## config.mk

```make
export PLATFORM = sky130hd
export DESIGN_NAME = rha_dev_flat
export DESIGN_NICKNAME = d
export VERILOG_FILES = /design/src/hw/rha_pkg.sv /design/src/hw/rha_link_if.sv /design/src/hw/rha_dev.sv /design/src/flat_wrapper.sv
export VERILOG_INCLUDE_DIRS = /design/src /design/src/hw
export SDC_FILE = /design/constraint.sdc
export NUM_CORES = 2
export LEC_CHECK = 0
export BUFFER_PORTS_ARGS = -buffer_cell sky130_fd_sc_hd__buf_2
export CAP_MARGIN = 5
export CORE_MARGIN = 10
export CORE_UTILIZATION = 32
export CTS_BUF_LIST = sky130_fd_sc_hd__clkbuf_4
export DETAILED_ROUTE_END_ITERATION = 12
export PLACE_DENSITY = 0.46
export SYNTH_ARGS = -nofsm -noshare
export SYNTH_HDL_FRONTEND = slang
export SYNTH_SLANG_ARGS = --single-unit
```

## constraint.sdc

```tcl
create_clock -name CLK -period 3.11 [get_ports CLK]
set_input_delay 0.622 -clock CLK [delete_from_list [all_inputs] [get_ports CLK]]
set_output_delay 0.622 -clock CLK [all_outputs]
set_load 0.005 [all_outputs]
```

## src/hw/rha_defines.svh

```systemverilog
// Constants of the radio host API framing ends
`ifndef RHA_DEFINES_SVH
`define RHA_DEFINES_SVH

`define RHA_CFG_ADDR        8'hc1
`define RHA_RETRY_ADDR      8'h4c
`define RHA_CFG_RST         8'h00
`define RHA_RETRY_RST       8'h03
`define RHA_BIT_RX          0
`define RHA_BIT_TX          1
`define RHA_BIT_SDC         2
`define RHA_BCAST_ADDR      24'hffffff
`define RHA_HDR_RX          8'h81
`define RHA_HDR_SDC         8'h82
`define RHA_SDC_OK          8'h00
`define RHA_SDC_FAIL        8'h01
`define RHA_RX_HDR_LAST     3'h4
`define RHA_DEST_BYTES      2'h3
`define RHA_CLK_PERIOD_NS   5
`define RHA_ACK_WAIT_NS     20000
`define RHA_MAX_LEN         239

`define RHA_REG_TX          8'h00
`define RHA_REG_RX          8'h04
`define RHA_REG_STAT        8'h08
`define RHA_REG_MASK        8'h0c
`define RHA_REG_DEV_ADDR    8'h10
`define RHA_REG_DEV_DATA    8'h14
`define RHA_REG_DEV_RD      8'h18
`define RHA_REG_DEST        8'h1c
`define RHA_ST_RX           0
`define RHA_ST_OK           1
`define RHA_ST_FAIL         2
`define RHA_ST_TXD          3
`define RHA_TX_LAST_BIT     8

`endif

```

## src/hw/rha_pkg.sv

```systemverilog
// State types of the device end of the radio host API framing
package rha_pkg;
  typedef enum logic [5:0] {
    T_IDLE = 6'h01,
    T_DEST = 6'h02,
    T_LOAD = 6'h04,
    T_SEND = 6'h08,
    T_WAIT = 6'h10,
    T_DONE = 6'h20
  } rha_tx_st_t;

  typedef enum logic [4:0] {
    D_IDLE = 5'h01,
    D_HDR  = 5'h02,
    D_PAY  = 5'h04,
    D_SDC  = 5'h08,
    D_END  = 5'h10
  } rha_d2h_st_t;
endpackage

```

## src/hw/rha_link_if.sv

```systemverilog
// Byte link and config port between host controller and radio device
`timescale 1ns/10ps
`default_nettype none
interface rha_link_if;
  logic [7:0] h2d_data;
  logic       h2d_valid;
  logic       h2d_last;
  logic       h2d_ready;
  logic [7:0] d2h_data;
  logic       d2h_valid;
  logic       d2h_last;
  logic       d2h_ready;
  logic       cfg_wr;
  logic       cfg_rd;
  logic [7:0] cfg_addr;
  logic [7:0] cfg_wdata;
  logic [7:0] cfg_rdata;

  modport dev (input h2d_data, h2d_valid, h2d_last, d2h_ready, cfg_wr, cfg_rd, cfg_addr,
               cfg_wdata, output h2d_ready, d2h_data, d2h_valid, d2h_last, cfg_rdata);
  modport hst (output h2d_data, h2d_valid, h2d_last, d2h_ready, cfg_wr, cfg_rd, cfg_addr,
               cfg_wdata, input h2d_ready, d2h_data, d2h_valid, d2h_last, cfg_rdata);
endinterface
`default_nettype wire

```

## src/hw/rha_dev.sv

```systemverilog
// Radio device end: config bytes, transmit with retries, receive framing
//
// Our own choice: the strobed register port.
`timescale 1ns/10ps
`include "rha_defines.svh"
`default_nettype none
module rha_dev #(
  parameter int          MAX_LEN  = `RHA_MAX_LEN,
  parameter int          ACK_WAIT = `RHA_ACK_WAIT_NS / `RHA_CLK_PERIOD_NS,
  parameter logic [23:0] DEF_DEST = `RHA_BCAST_ADDR
) (
  input  wire logic        CLK,
  input  wire logic        ARST_N,
  rha_link_if.dev          lk,
  output logic             RF_TX_VALID,
  output logic [7:0]       RF_TX_DATA,
  output logic             RF_TX_LAST,
  output logic [23:0]      RF_TX_DEST,
  output logic             RF_TX_BCAST,
  input  wire logic        RF_TX_READY,
  input  wire logic        RF_ACK,
  input  wire logic        RF_RX_VALID,
  input  wire logic [7:0]  RF_RX_DATA,
  input  wire logic        RF_RX_LAST,
  input  wire logic [23:0] RF_RX_SRC,
  input  wire logic [7:0]  RF_RX_RSSI,
  output logic             RF_RX_READY
);
  if (MAX_LEN < 1 || MAX_LEN > 255) begin : g_bad_len
    $error("MAX_LEN must lie in 1..255");
  end
  if (ACK_WAIT < 1 || ACK_WAIT > 65535) begin : g_bad_wait
    $error("ACK_WAIT must lie in 1..65535");
  end

  typedef struct packed {
    rha_pkg::rha_tx_st_t  tx_st;
    rha_pkg::rha_d2h_st_t d_st;
    logic [7:0]           cfg;
    logic [7:0]           retries;
    logic [7:0]           cfg_rdata;
    logic                 h2d_ready;
    logic [1:0]           hdr_cnt;
    logic [7:0]           wr_idx;
    logic [7:0]           len;
    logic [23:0]          dest;
    logic [7:0]           rd_idx;
    logic [7:0]           attempts;
    logic [15:0]          wait_cnt;
    logic                 rf_tx_valid;
    logic [7:0]           rf_tx_data;
    logic                 rf_tx_last;
    logic                 rf_tx_bcast;
    logic                 sdc_pend;
    logic                 sdc_ok;
    logic                 d2h_valid;
    logic [7:0]           d2h_data;
    logic                 d2h_last;
    logic [2:0]           rx_idx;
    logic                 rx_ready;
    logic [23:0]          rx_src;
    logic [7:0]           rx_rssi;
  } rha_dev_st_t;

  rha_dev_st_t st_ff;
  rha_dev_st_t nxt_st;
  logic [7:0]  mem [MAX_LEN];
  logic        mem_we;
  logic [7:0]  mem_wa;
  logic        h2d_take;
  logic        rx_take;

  function automatic logic [7:0] src_byte(input logic [23:0] src, input logic [2:0] idx);
    case (idx)
      3'h1:    src_byte = src[23:16];
      3'h2:    src_byte = src[15:8];
      default: src_byte = src[7:0];
    endcase
  endfunction

  always_comb begin
    nxt_st   = st_ff;
    mem_we   = 1'b0;
    mem_wa   = st_ff.wr_idx;
    h2d_take = lk.h2d_valid && st_ff.h2d_ready;
    rx_take  = RF_RX_VALID && st_ff.rx_ready;

    // Config port; read data stands until the next read
    if (lk.cfg_wr) begin
      if (lk.cfg_addr == `RHA_CFG_ADDR) begin
        nxt_st.cfg = lk.cfg_wdata;
      end
      if (lk.cfg_addr == `RHA_RETRY_ADDR && lk.cfg_wdata != 8'h00) begin
        nxt_st.retries = lk.cfg_wdata;
      end
    end
    if (lk.cfg_rd) begin
      case (lk.cfg_addr)
        `RHA_CFG_ADDR:   nxt_st.cfg_rdata = st_ff.cfg;
        `RHA_RETRY_ADDR: nxt_st.cfg_rdata = st_ff.retries;
        default:         nxt_st.cfg_rdata = 8'h00;
      endcase
    end

    // Device to host byte stream
    if (st_ff.d2h_valid && lk.d2h_ready) begin
      nxt_st.d2h_valid = 1'b0;
    end
    case (st_ff.d_st)
      rha_pkg::D_IDLE: begin
        if (st_ff.sdc_pend) begin
          nxt_st.sdc_pend  = 1'b0;
          nxt_st.d2h_valid = 1'b1;
          nxt_st.d2h_data  = `RHA_HDR_SDC;
          nxt_st.d2h_last  = 1'b0;
          nxt_st.d_st      = rha_pkg::D_SDC;
        end else if (RF_RX_VALID && st_ff.cfg[`RHA_BIT_RX]) begin
          nxt_st.rx_src    = RF_RX_SRC;
          nxt_st.rx_rssi   = RF_RX_RSSI;
          nxt_st.rx_idx    = 3'h1;
          nxt_st.d2h_valid = 1'b1;
          nxt_st.d2h_data  = `RHA_HDR_RX;
          nxt_st.d2h_last  = 1'b0;
          nxt_st.d_st      = rha_pkg::D_HDR;
        end else if (RF_RX_VALID) begin
          nxt_st.d_st = rha_pkg::D_PAY;
        end
      end
      rha_pkg::D_HDR: begin
        if (!nxt_st.d2h_valid) begin
          nxt_st.d2h_valid = 1'b1;
          nxt_st.rx_idx    = st_ff.rx_idx + 3'h1;
          if (st_ff.rx_idx == `RHA_RX_HDR_LAST) begin
            nxt_st.d2h_data = st_ff.rx_rssi;
            nxt_st.d_st     = rha_pkg::D_PAY;
          end else begin
            nxt_st.d2h_data = src_byte(st_ff.rx_src, st_ff.rx_idx);
          end
        end
      end
      rha_pkg::D_PAY: begin
        if (rx_take) begin
          nxt_st.d2h_valid = 1'b1;
          nxt_st.d2h_data  = RF_RX_DATA;
          nxt_st.d2h_last  = RF_RX_LAST;
          if (RF_RX_LAST) begin
            nxt_st.d_st = rha_pkg::D_END;
          end
        end
      end
      rha_pkg::D_SDC: begin
        if (!nxt_st.d2h_valid) begin
          nxt_st.d2h_valid = 1'b1;
          nxt_st.d2h_data  = st_ff.sdc_ok ? `RHA_SDC_OK : `RHA_SDC_FAIL;
          nxt_st.d2h_last  = 1'b1;
          nxt_st.d_st      = rha_pkg::D_END;
        end
      end
      rha_pkg::D_END: begin
        if (!nxt_st.d2h_valid) begin
          nxt_st.d_st = rha_pkg::D_IDLE;
        end
      end
      default: nxt_st.d_st = rha_pkg::D_IDLE;
    endcase
    // Registered ready only opens with an empty output byte, halving rate
    nxt_st.rx_ready = (nxt_st.d_st == rha_pkg::D_PAY) && !nxt_st.d2h_valid;

    // Host to radio transmit path
    case (st_ff.tx_st)
      rha_pkg::T_IDLE: begin
        nxt_st.wr_idx = 8'h00;
        if (h2d_take && st_ff.cfg[`RHA_BIT_TX]) begin
          nxt_st.dest    = {st_ff.dest[15:0], lk.h2d_data};
          nxt_st.hdr_cnt = 2'h1;
          nxt_st.tx_st   = lk.h2d_last ? rha_pkg::T_IDLE : rha_pkg::T_DEST;
        end else if (h2d_take) begin
          nxt_st.dest   = DEF_DEST;
          mem_we        = 1'b1;
          // Index may still hold the last packet's length on the first idle cycle
          mem_wa        = 8'h00;
          nxt_st.wr_idx = 8'h01;
          nxt_st.len    = 8'h01;
          nxt_st.tx_st  = lk.h2d_last || MAX_LEN == 1 ? rha_pkg::T_SEND : rha_pkg::T_LOAD;
        end
      end
      rha_pkg::T_DEST: begin
        if (h2d_take) begin
          nxt_st.dest    = {st_ff.dest[15:0], lk.h2d_data};
          nxt_st.hdr_cnt = st_ff.hdr_cnt + 2'h1;
          if (lk.h2d_last) begin
            nxt_st.tx_st = rha_pkg::T_IDLE;
          end else if (st_ff.hdr_cnt == `RHA_DEST_BYTES - 2'h1) begin
            nxt_st.tx_st = rha_pkg::T_LOAD;
          end
        end
      end
      rha_pkg::T_LOAD: begin
        if (h2d_take) begin
          mem_we        = 1'b1;
          nxt_st.wr_idx = st_ff.wr_idx + 8'h01;
          nxt_st.len    = st_ff.wr_idx + 8'h01;
          // A packet longer than the buffer is cut; the rest starts a new one
          if (lk.h2d_last || st_ff.wr_idx == 8'(MAX_LEN - 1)) begin
            nxt_st.tx_st = rha_pkg::T_SEND;
          end
        end
      end
      rha_pkg::T_SEND: begin
        nxt_st.rf_tx_bcast = (st_ff.dest == `RHA_BCAST_ADDR);
        if (!st_ff.rf_tx_valid || RF_TX_READY) begin
          if (st_ff.rd_idx == st_ff.len) begin
            nxt_st.rf_tx_valid = 1'b0;
            nxt_st.rd_idx      = 8'h00;
            nxt_st.wait_cnt    = 16'h0000;
            nxt_st.attempts    = st_ff.attempts + 8'h01;
            nxt_st.tx_st = nxt_st.rf_tx_bcast ? rha_pkg::T_IDLE : rha_pkg::T_WAIT;
          end else begin
            nxt_st.rf_tx_valid = 1'b1;
            nxt_st.rf_tx_data  = mem[st_ff.rd_idx];
            nxt_st.rf_tx_last  = (st_ff.rd_idx == st_ff.len - 8'h01);
            nxt_st.rd_idx      = st_ff.rd_idx + 8'h01;
          end
        end
      end
      rha_pkg::T_WAIT: begin
        nxt_st.wait_cnt = st_ff.wait_cnt + 16'h0001;
        if (RF_ACK) begin
          nxt_st.sdc_ok = 1'b1;
          nxt_st.tx_st  = rha_pkg::T_DONE;
        end else if (st_ff.wait_cnt == 16'(ACK_WAIT - 1)) begin
          if (st_ff.attempts >= st_ff.retries) begin
            nxt_st.sdc_ok = 1'b0;
            nxt_st.tx_st  = rha_pkg::T_DONE;
          end else begin
            nxt_st.tx_st = rha_pkg::T_SEND;
          end
        end
      end
      rha_pkg::T_DONE: begin
        // Waits for any earlier report so none is lost
        if (!st_ff.sdc_pend) begin
          nxt_st.sdc_pend = st_ff.cfg[`RHA_BIT_SDC];
          nxt_st.attempts = 8'h00;
          nxt_st.tx_st    = rha_pkg::T_IDLE;
        end
      end
      default: nxt_st.tx_st = rha_pkg::T_IDLE;
    endcase
    if (nxt_st.tx_st == rha_pkg::T_IDLE) begin
      nxt_st.attempts = 8'h00;
    end
    nxt_st.h2d_ready = (nxt_st.tx_st == rha_pkg::T_IDLE) || (nxt_st.tx_st == rha_pkg::T_DEST)
                       || (nxt_st.tx_st == rha_pkg::T_LOAD);
  end

  always_ff @(posedge CLK or negedge ARST_N) begin
    if (!ARST_N) begin
      st_ff         <= '0;
      st_ff.tx_st   <= rha_pkg::T_IDLE;
      st_ff.d_st    <= rha_pkg::D_IDLE;
      st_ff.cfg     <= `RHA_CFG_RST;
      st_ff.retries <= `RHA_RETRY_RST;
    end else begin
      st_ff <= nxt_st;
    end
  end

  // Payload is kept for resends, so it has no reset
  always_ff @(posedge CLK) begin
    if (mem_we) begin
      mem[mem_wa] <= lk.h2d_data;
    end
  end

  assign lk.h2d_ready  = st_ff.h2d_ready;
  assign lk.d2h_valid  = st_ff.d2h_valid;
  assign lk.d2h_data   = st_ff.d2h_data;
  assign lk.d2h_last   = st_ff.d2h_last;
  assign lk.cfg_rdata  = st_ff.cfg_rdata;
  assign RF_TX_VALID   = st_ff.rf_tx_valid;
  assign RF_TX_DATA    = st_ff.rf_tx_data;
  assign RF_TX_LAST    = st_ff.rf_tx_last;
  assign RF_TX_DEST    = st_ff.dest;
  assign RF_TX_BCAST   = st_ff.rf_tx_bcast;
  assign RF_RX_READY   = st_ff.rx_ready;
endmodule
`default_nettype wire

```

## src/flat_wrapper.sv

```systemverilog
// flat-port wrapper written by rule: the top's interface ports become plain ports
module rha_dev_flat 
#(
  parameter int          MAX_LEN  = `RHA_MAX_LEN,
  parameter int          ACK_WAIT = `RHA_ACK_WAIT_NS / `RHA_CLK_PERIOD_NS,
  parameter logic [23:0] DEF_DEST = `RHA_BCAST_ADDR
)
  (CLK, ARST_N, RF_TX_VALID, RF_TX_DATA, RF_TX_LAST, RF_TX_DEST, RF_TX_BCAST, RF_TX_READY, RF_ACK, RF_RX_VALID, RF_RX_DATA, RF_RX_LAST, RF_RX_SRC, RF_RX_RSSI, RF_RX_READY, lk_h2d_data, lk_h2d_valid, lk_h2d_last, lk_d2h_ready, lk_cfg_wr, lk_cfg_rd, lk_cfg_addr, lk_cfg_wdata, lk_h2d_ready, lk_d2h_data, lk_d2h_valid, lk_d2h_last, lk_cfg_rdata);
  rha_link_if lk_i ();
  input  wire logic CLK;
  input  wire logic ARST_N;
  output logic RF_TX_VALID;
  output logic [7:0] RF_TX_DATA;
  output logic RF_TX_LAST;
  output logic [23:0] RF_TX_DEST;
  output logic RF_TX_BCAST;
  input  wire logic RF_TX_READY;
  input  wire logic RF_ACK;
  input  wire logic RF_RX_VALID;
  input  wire logic [7:0] RF_RX_DATA;
  input  wire logic RF_RX_LAST;
  input  wire logic [23:0] RF_RX_SRC;
  input  wire logic [7:0] RF_RX_RSSI;
  output logic RF_RX_READY;
  input wire logic [$bits(lk_i.h2d_data)-1:0] lk_h2d_data;
  input wire logic [$bits(lk_i.h2d_valid)-1:0] lk_h2d_valid;
  input wire logic [$bits(lk_i.h2d_last)-1:0] lk_h2d_last;
  input wire logic [$bits(lk_i.d2h_ready)-1:0] lk_d2h_ready;
  input wire logic [$bits(lk_i.cfg_wr)-1:0] lk_cfg_wr;
  input wire logic [$bits(lk_i.cfg_rd)-1:0] lk_cfg_rd;
  input wire logic [$bits(lk_i.cfg_addr)-1:0] lk_cfg_addr;
  input wire logic [$bits(lk_i.cfg_wdata)-1:0] lk_cfg_wdata;
  output wire logic [$bits(lk_i.h2d_ready)-1:0] lk_h2d_ready;
  output wire logic [$bits(lk_i.d2h_data)-1:0] lk_d2h_data;
  output wire logic [$bits(lk_i.d2h_valid)-1:0] lk_d2h_valid;
  output wire logic [$bits(lk_i.d2h_last)-1:0] lk_d2h_last;
  output wire logic [$bits(lk_i.cfg_rdata)-1:0] lk_cfg_rdata;
  assign lk_i.h2d_data = lk_h2d_data;
  assign lk_i.h2d_valid = lk_h2d_valid;
  assign lk_i.h2d_last = lk_h2d_last;
  assign lk_i.d2h_ready = lk_d2h_ready;
  assign lk_i.cfg_wr = lk_cfg_wr;
  assign lk_i.cfg_rd = lk_cfg_rd;
  assign lk_i.cfg_addr = lk_cfg_addr;
  assign lk_i.cfg_wdata = lk_cfg_wdata;
  assign lk_h2d_ready = lk_i.h2d_ready;
  assign lk_d2h_data = lk_i.d2h_data;
  assign lk_d2h_valid = lk_i.d2h_valid;
  assign lk_d2h_last = lk_i.d2h_last;
  assign lk_cfg_rdata = lk_i.cfg_rdata;
  rha_dev #(.MAX_LEN(MAX_LEN), .ACK_WAIT(ACK_WAIT), .DEF_DEST(DEF_DEST)) u_core (.CLK(CLK), .ARST_N(ARST_N), .lk(lk_i), .RF_TX_VALID(RF_TX_VALID), .RF_TX_DATA(RF_TX_DATA), .RF_TX_LAST(RF_TX_LAST), .RF_TX_DEST(RF_TX_DEST), .RF_TX_BCAST(RF_TX_BCAST), .RF_TX_READY(RF_TX_READY), .RF_ACK(RF_ACK), .RF_RX_VALID(RF_RX_VALID), .RF_RX_DATA(RF_RX_DATA), .RF_RX_LAST(RF_RX_LAST), .RF_RX_SRC(RF_RX_SRC), .RF_RX_RSSI(RF_RX_RSSI), .RF_RX_READY(RF_RX_READY));
endmodule
```

---- Yosys cells after proc, flatten, opt, wreduce, memory -nomap -nowiden ----
Memories as Yosys holds them, arrays and structs flattened.
Cells that the tools add are included.
operators by class
  add/sub/neg operators ................... 7
  $lt $le $gt $ge ......................... 1
  eq/ne operators ......................... 43
  mux-type cells .......................... 75
  bitwise logic cells ..................... 2
  reductions and logical operators ........ 38
operator list
  cell                     number
  $mux W6                  13
  $mux W24                 3
  $mux W8                  8
  $pmux W16 S2             2
  $mux W5                  10
  $pmux W24 S2             1
  $pmux W8 S2              3
  $pmux W6 S6              1
  $pmux W9 S4              1
  $mux W34                 1
  $mux W33                 1
  $mux W16                 2
  $pmux W5 S5              1
  $add A8 B1 Y8 const B    3
  $eq A24 B24 Y1 const B   1
  $mux W10                 2
  $mux W9                  2
  $reduce_and A3 Y1        6
  $add A16 B1 Y16 const B  1
  $eq A16 B12 Y1 const B   1
  $eq A8 B8 Y1             2
  $eq A8 B8 Y1 const B     2
  $ne A2 B1 Y1 const B     8
  $reduce_and A4 Y1        4
  other kinds (42)         87
word-level totals
  register bits after elaboration ......... 169
  bits in writable memories ............... 1912
  output and inout port bits .............. 55
  memories kept ........................... 1
memories
  memory      depth  bits a word  read ports  clocked after memory_dff  write ports  RTL line       RTL
  u_core.mem  239    8            1           0                         1            rha_dev.sv:67  logic [7:0] mem [MAX_LEN];

---- Depth between registers and ports, before layout ----
  word-level depth ........................ 8
  gate-level depth with buffers ........... 13

---- Worst setup path before layout ----
Ideal clock, no wire load.
  path type ............................... register to register
  start point ............................. register u_core.st_ff[165] (netlist bit)
  end point ............................... memory u_core.mem[116][0], enable pin
  data arrival time ....................... 2553 ps
  path slack .............................. 186 ps
  cell stages (with the launch flop) ...... 8
  cell sequence ........................... dfrtp_1 > buf_2 > or4b_1 > or3_1 > nor3_2 > o21ai_1 > clkbuf_1 > nor2_1
between the ends
  word-level cells in the longest chain between the ends .. 4
  elaborated cells on any way between the ends .. 6
  classes of those cells .................. 2 x eq/ne; 4 x mux
RTL lines
  item                                                 RTL line        RTL
  from (decl)                                          rha_dev.sv:65   rha_dev_st_t st_ff;
  from (signal assigned)                               rha_dev.sv:265  st_ff <= nxt_st;
  $eq A6 B3 Y1 / $eq A6 B1 Y1 (equally long branches)  rha_dev.sv:170  case (st_ff.tx_st)
  $pmux W1 S2                                          rha_dev.sv:170
  $mux W1                                              rha_dev.sv:271  if (mem_we) begin
  $mux W1 (not written as such)                        rha_dev.sv:272  mem[mem_wa] <= lk.h2d_data;
  to (decl)                                            rha_dev.sv:67
Several ways; a longest one is shown, not always the timed one.

---- Worst setup path after layout ----
  start point ............................. register u_core.st_ff[87] (netlist bit)
  end point ............................... register, netlist name u_core.RF_TX_DATA[7]
between the ends
  word-level cells in the longest chain between the ends .. 3
  elaborated cells on any way between the ends .. 4
  classes of those cells .................. 1 x eq/ne; 1 x bitwise; 1 x reduce/logical; 1 x memory
RTL lines
  item
  parallel branches: the longest is 3 deep, another holds $mem_v2 Z239 W8
Several ways; the timed one is not identified.
A chain may end at the register's enable or synchronous reset.

==> impl_metrics.csv <==
group,metric,value,unit
run_status,status,"complete, but fails checks",
run_status,violations,"negative setup slack",
pwr,p_comb_share,24.3,%
sta,fin_crit_sh,102,%
sta,hold_viol,0,
sta,tns,-0.0505,ns
job,max-cap-violations,0,
setup_path,worstPathArrival,4.34,ns
pwr,p_sw,0.0218,W
floorplan,start_util,32.1,%
synthesis,synth_cells,4586,
clocking,clk_latency,1.30,ns
sta,layout_setup_ws,-0.0495,ns
setup_path,r2r_slack,-0.05,ns
pwr,powerDensity,726,nW/um2
final_layout,syn2layout_area_growth,21.5,%
floorplan,die_w,530,um
routing,top_layer,"met5",
setup_path,cp_max_fo,15,
synthesis,ys_seq_area_share,74.1,%
routing,wl,272,mm
pwr,total_leakage_power,33.6,nW
synthesis,synthTopCellsByArea,"edfxtp_1, mux4_2, dfrtp_1",
pwr,clkPwrFrac,32.7,%
floorplan,num_rows,187,
routing,route.met3.wl,18.3,mm
synthesis,synth_top_area_share,69.0,%
sta,drv_slew,0,
clocking,clk_path_buf_depth,4,
clocking,cts-buffers-inserted,560,
global_route,grt_max_degree,101,
routing,first_pass_iters,8,
sta,finalCriticalPeriod,3.16,ns
min_path,hold_depth,1,
synthesis,synth_nets,4680,
clocking,path_clk_slew,0.07,ns
final_layout,final_layout_size_suffix_gt1_share,37.3,%
final_layout,final_area,101000,um2
floorplan,num_io_pins,130,
final_layout,nNetsFinal,5714,
clocking,root_buffer,"clkbuf_4",
placed_design,dp_hpwl,176,mm
clocking,cts.sinks,2081,
routing,wl_per_cell,29.0,um
setup_path,regToRegEndpoint,"u_core.RF_TX_DATA[7]",
global_route,antenna_found_initial,12,
synthesis,synthDistinctLibCells,81,
synthesis,yosysTopAreaCell,"edfxtp_1",
clocking,htree_levels,6,
min_path,hold_class,"in -> reg",
placed_design,gp_congestion,0.851,
pwr,seq_power_share,43.0,%
floorplan,core_area,259000,um2
floorplan,die_h,530,um
synthesis,synth_flop_cell,"edfxtp_1",
setup_path,end_kind,"flip-flop",
routing,antenna_left,0,
global_route,grt_usage,18.8,%
sta,setup_viol,2,
routing,drt_iter0_drc,4688,
final_layout,n_fill_cell,23900,
synthesis,synth-edff-count,1912,
routing,drt_drc_violations_left,0,
synthesis,synthArstFlopShare,8.12,%
clocking,cts_tree,"done",
synthesis,synth-warning-count,0,
pwr,netSwitchingFraction,29.7,%
synthesis,synth_common_cells,"edfxtp_1, nor2_1, mux4_2",
placed_design,pre_cts_slack,-0.730,ns
global_route,grt_pass1_wl,384,mm
synthesis,synth.avg_cell_area,18.1,um2
global_route,grt_pass1_vias,50800,
pwr,ir_drop,441,uV
synthesis,ys_ff_latch,2081,
synthesis,synth.most_common_cell,"edfxtp_1",
routing,avgViaCountPerCell,5.20,
sta,skew,0.100,ns
min_path,hp-start,"lk_h2d_data[2]",
routing,num_vias,49000,
pwr,internal_power,0.0516,W
placed_design,port_buffers,129,
global_route,overflow,0,
setup_path,crit_type,"reg -> reg",
sta,tightest_slew,1.06,ns
setup_path,reg2regPathDepth,8,
min_path,holdPathEnd,"u_core.mem[161][2]",
floorplan,die-area,281000,um2
setup_path,start_kind,"flip-flop",
sta,slew_headroom,28.6,%
sta,max_freq,0.317,GHz
routing,wl_met1,118,mm
synthesis,synth_area,83200,um2
placed_design,placed_area,91700,um2
pwr,total_power,0.0733,W
routing,dr_wl_met2,128,mm
setup_path,crit_required,4.29,ns
setup_path,rr_startpoint,"u_core.st_ff[87]",
-- cell usage in the layout, fill, tap and decap left out, drive strengths merged, types with 38 or more instances in the layout --
| master | synthesis | routed |
|---|---|---|
| a22oi | 44 | 44 |
| nand3 | 41 | 41 |
| o21ai | 120 | 120 |
| o221ai | 64 | 64 |
| buf | 188 | 670 |
| a21oi | 132 | 132 |
| o22ai | 90 | 90 |
| nor3 | 53 | 53 |
| clkinv | 1 | 113 |
| a211oi | 38 | 38 |
| mux4 | 373 | 373 |
| clkbuf | 135 | 813 |
| nand2 | 179 | 179 |
| mux2i | 223 | 223 |
| inv | 24 | 44 |
| dlygate4sd3 | 0 | 105 |
| edfxtp | 1912 | 1912 |
| nor2 | 395 | 395 |
| mux2 | 67 | 67 |
| dfrtp | 165 | 165 |
-- logic make-up (layout without fill, tap and decap cells) --
kind of cell | after synthesis | in the layout | synth area share (%)
multiplexers | 663 | 663 | 13.7
flip-flops | 2081 | 2081 | 74.1
adder cells (fa/ha/maj) | 19 | 19 | 0.286
buffers and inverters | 348 | 1763 | 2.19
AO/OA/AOI/OAI | 601 | 601 | 4.76
XOR/XNOR | 41 | 41 | 0.432
other | 0 | 7 | 0
AND/OR/NAND/NOR | 833 | 833 | 4.51
-- registers in the layout, indices dropped and copies added (netlist names) --
| signal | flops |
|---|---|
| u_core.lk.d2h_valid | 1 |
| u_core.RF_TX_LAST | 1 |
| u_core.lk.d2h_data | 8 |
| u_core.mem | 1912 |
| u_core.RF_TX_DATA | 8 |
| u_core.lk.h2d_ready | 1 |
| u_core.st_ff | 114 |
| u_core.lk.cfg_rdata | 8 |
| u_core.lk.d2h_last | 1 |
| u_core.RF_RX_READY | 1 |
| u_core.RF_TX_BCAST | 1 |
| u_core.RF_TX_VALID | 1 |
| u_core.RF_TX_DEST | 24 |
-- critical path, cell delays in order, from the launching register on --
cell and delay (ns):
dfrtp_2 0.48, buf_4 0.26, nor2_1 0.63, nand2_1 0.49, nor3_1 0.60, buf_4 0.24, nor4_2 0.05, o21ai_0 0.12
a2bb2oi_1 0.19
-- worst max path at each step --
stage,startpoint,to,slack (ns),depth (start not counted)
floorplan,u_core.st_ff[165],u_core.mem[116][0],0.19,7
global placement,u_core.st_ff[83],u_core.RF_TX_DATA[0],-1.26,9
detailed placement,u_core.st_ff[83],u_core.RF_TX_DATA[2],-0.73,8
CTS,u_core.st_ff[83],u_core.RF_TX_DATA[4],0.002,10
global route,u_core.st_ff[83],u_core.RF_TX_DATA[1],-0.04,11
finish,u_core.st_ff[87],u_core.RF_TX_DATA[7],-0.05,8
-- timing repair --
item	in CTS	in global routing
setup endpoints to repair	1220	572
pin swaps	5	7
resized for setup	160	100
setup buffers	6	18
hold buffers	106	0
gates cloned	4	7
hold endpoints to repair	637	0
-- metrics by stage --
| stage | hold WS (ns) | cells | utilization (%) |
|---|---|---|---|
| after floorplan | 0.326 | 4586 | - |
| after global placement | 0.461 | 8317 | 35.4 |
| after detailed placement | 0.470 | 8319 | 35.4 |
| after CTS | 0.000431 | 9378 | 38.7 |
| after global routing | 0.0725 | 9408 | 39.0 |
| final | 0.147 | 9410 | 39.0 |
-- power groups by stage --
stage | combinational, W | sequential (W) | clock (W)
after floorplan | 0.00993 | 0.0318 | 0
after global placement | 0.0167 | 0.0321 | 0
after detailed placement | 0.0167 | 0.0321 | 0
after CTS | 0.0175 | 0.0315 | 0.0248
after global routing | 0.0188 | 0.0315 | 0.0263
final | 0.0178 | 0.0315 | 0.0240
-- cell type report --
class / count / area (um2) / area share (%)
sequential: 2081 / 61700 / 61.0
multi-input combinational: 2157 / 20500 / 20.3
timing repair buffer: 795 / 7630 / 7.55
clock buffer: 797 / 5980 / 5.92
tap: 3402 / 4260 / 4.21
clock inverter: 146 / 876 / 0.867
inverter: 25 / 97.6 / 0.0966
antenna: 7 / 17.5 / 0.0173
-- metal layers --
metal,GRT usage (%),vias up
met1,26.2,25700
li1,-,20900
met5,0,-
met4,5.78,2
met2,29.9,1899
met3,3.80,424
No activity file was read; power rests on OpenSTA's default activity.
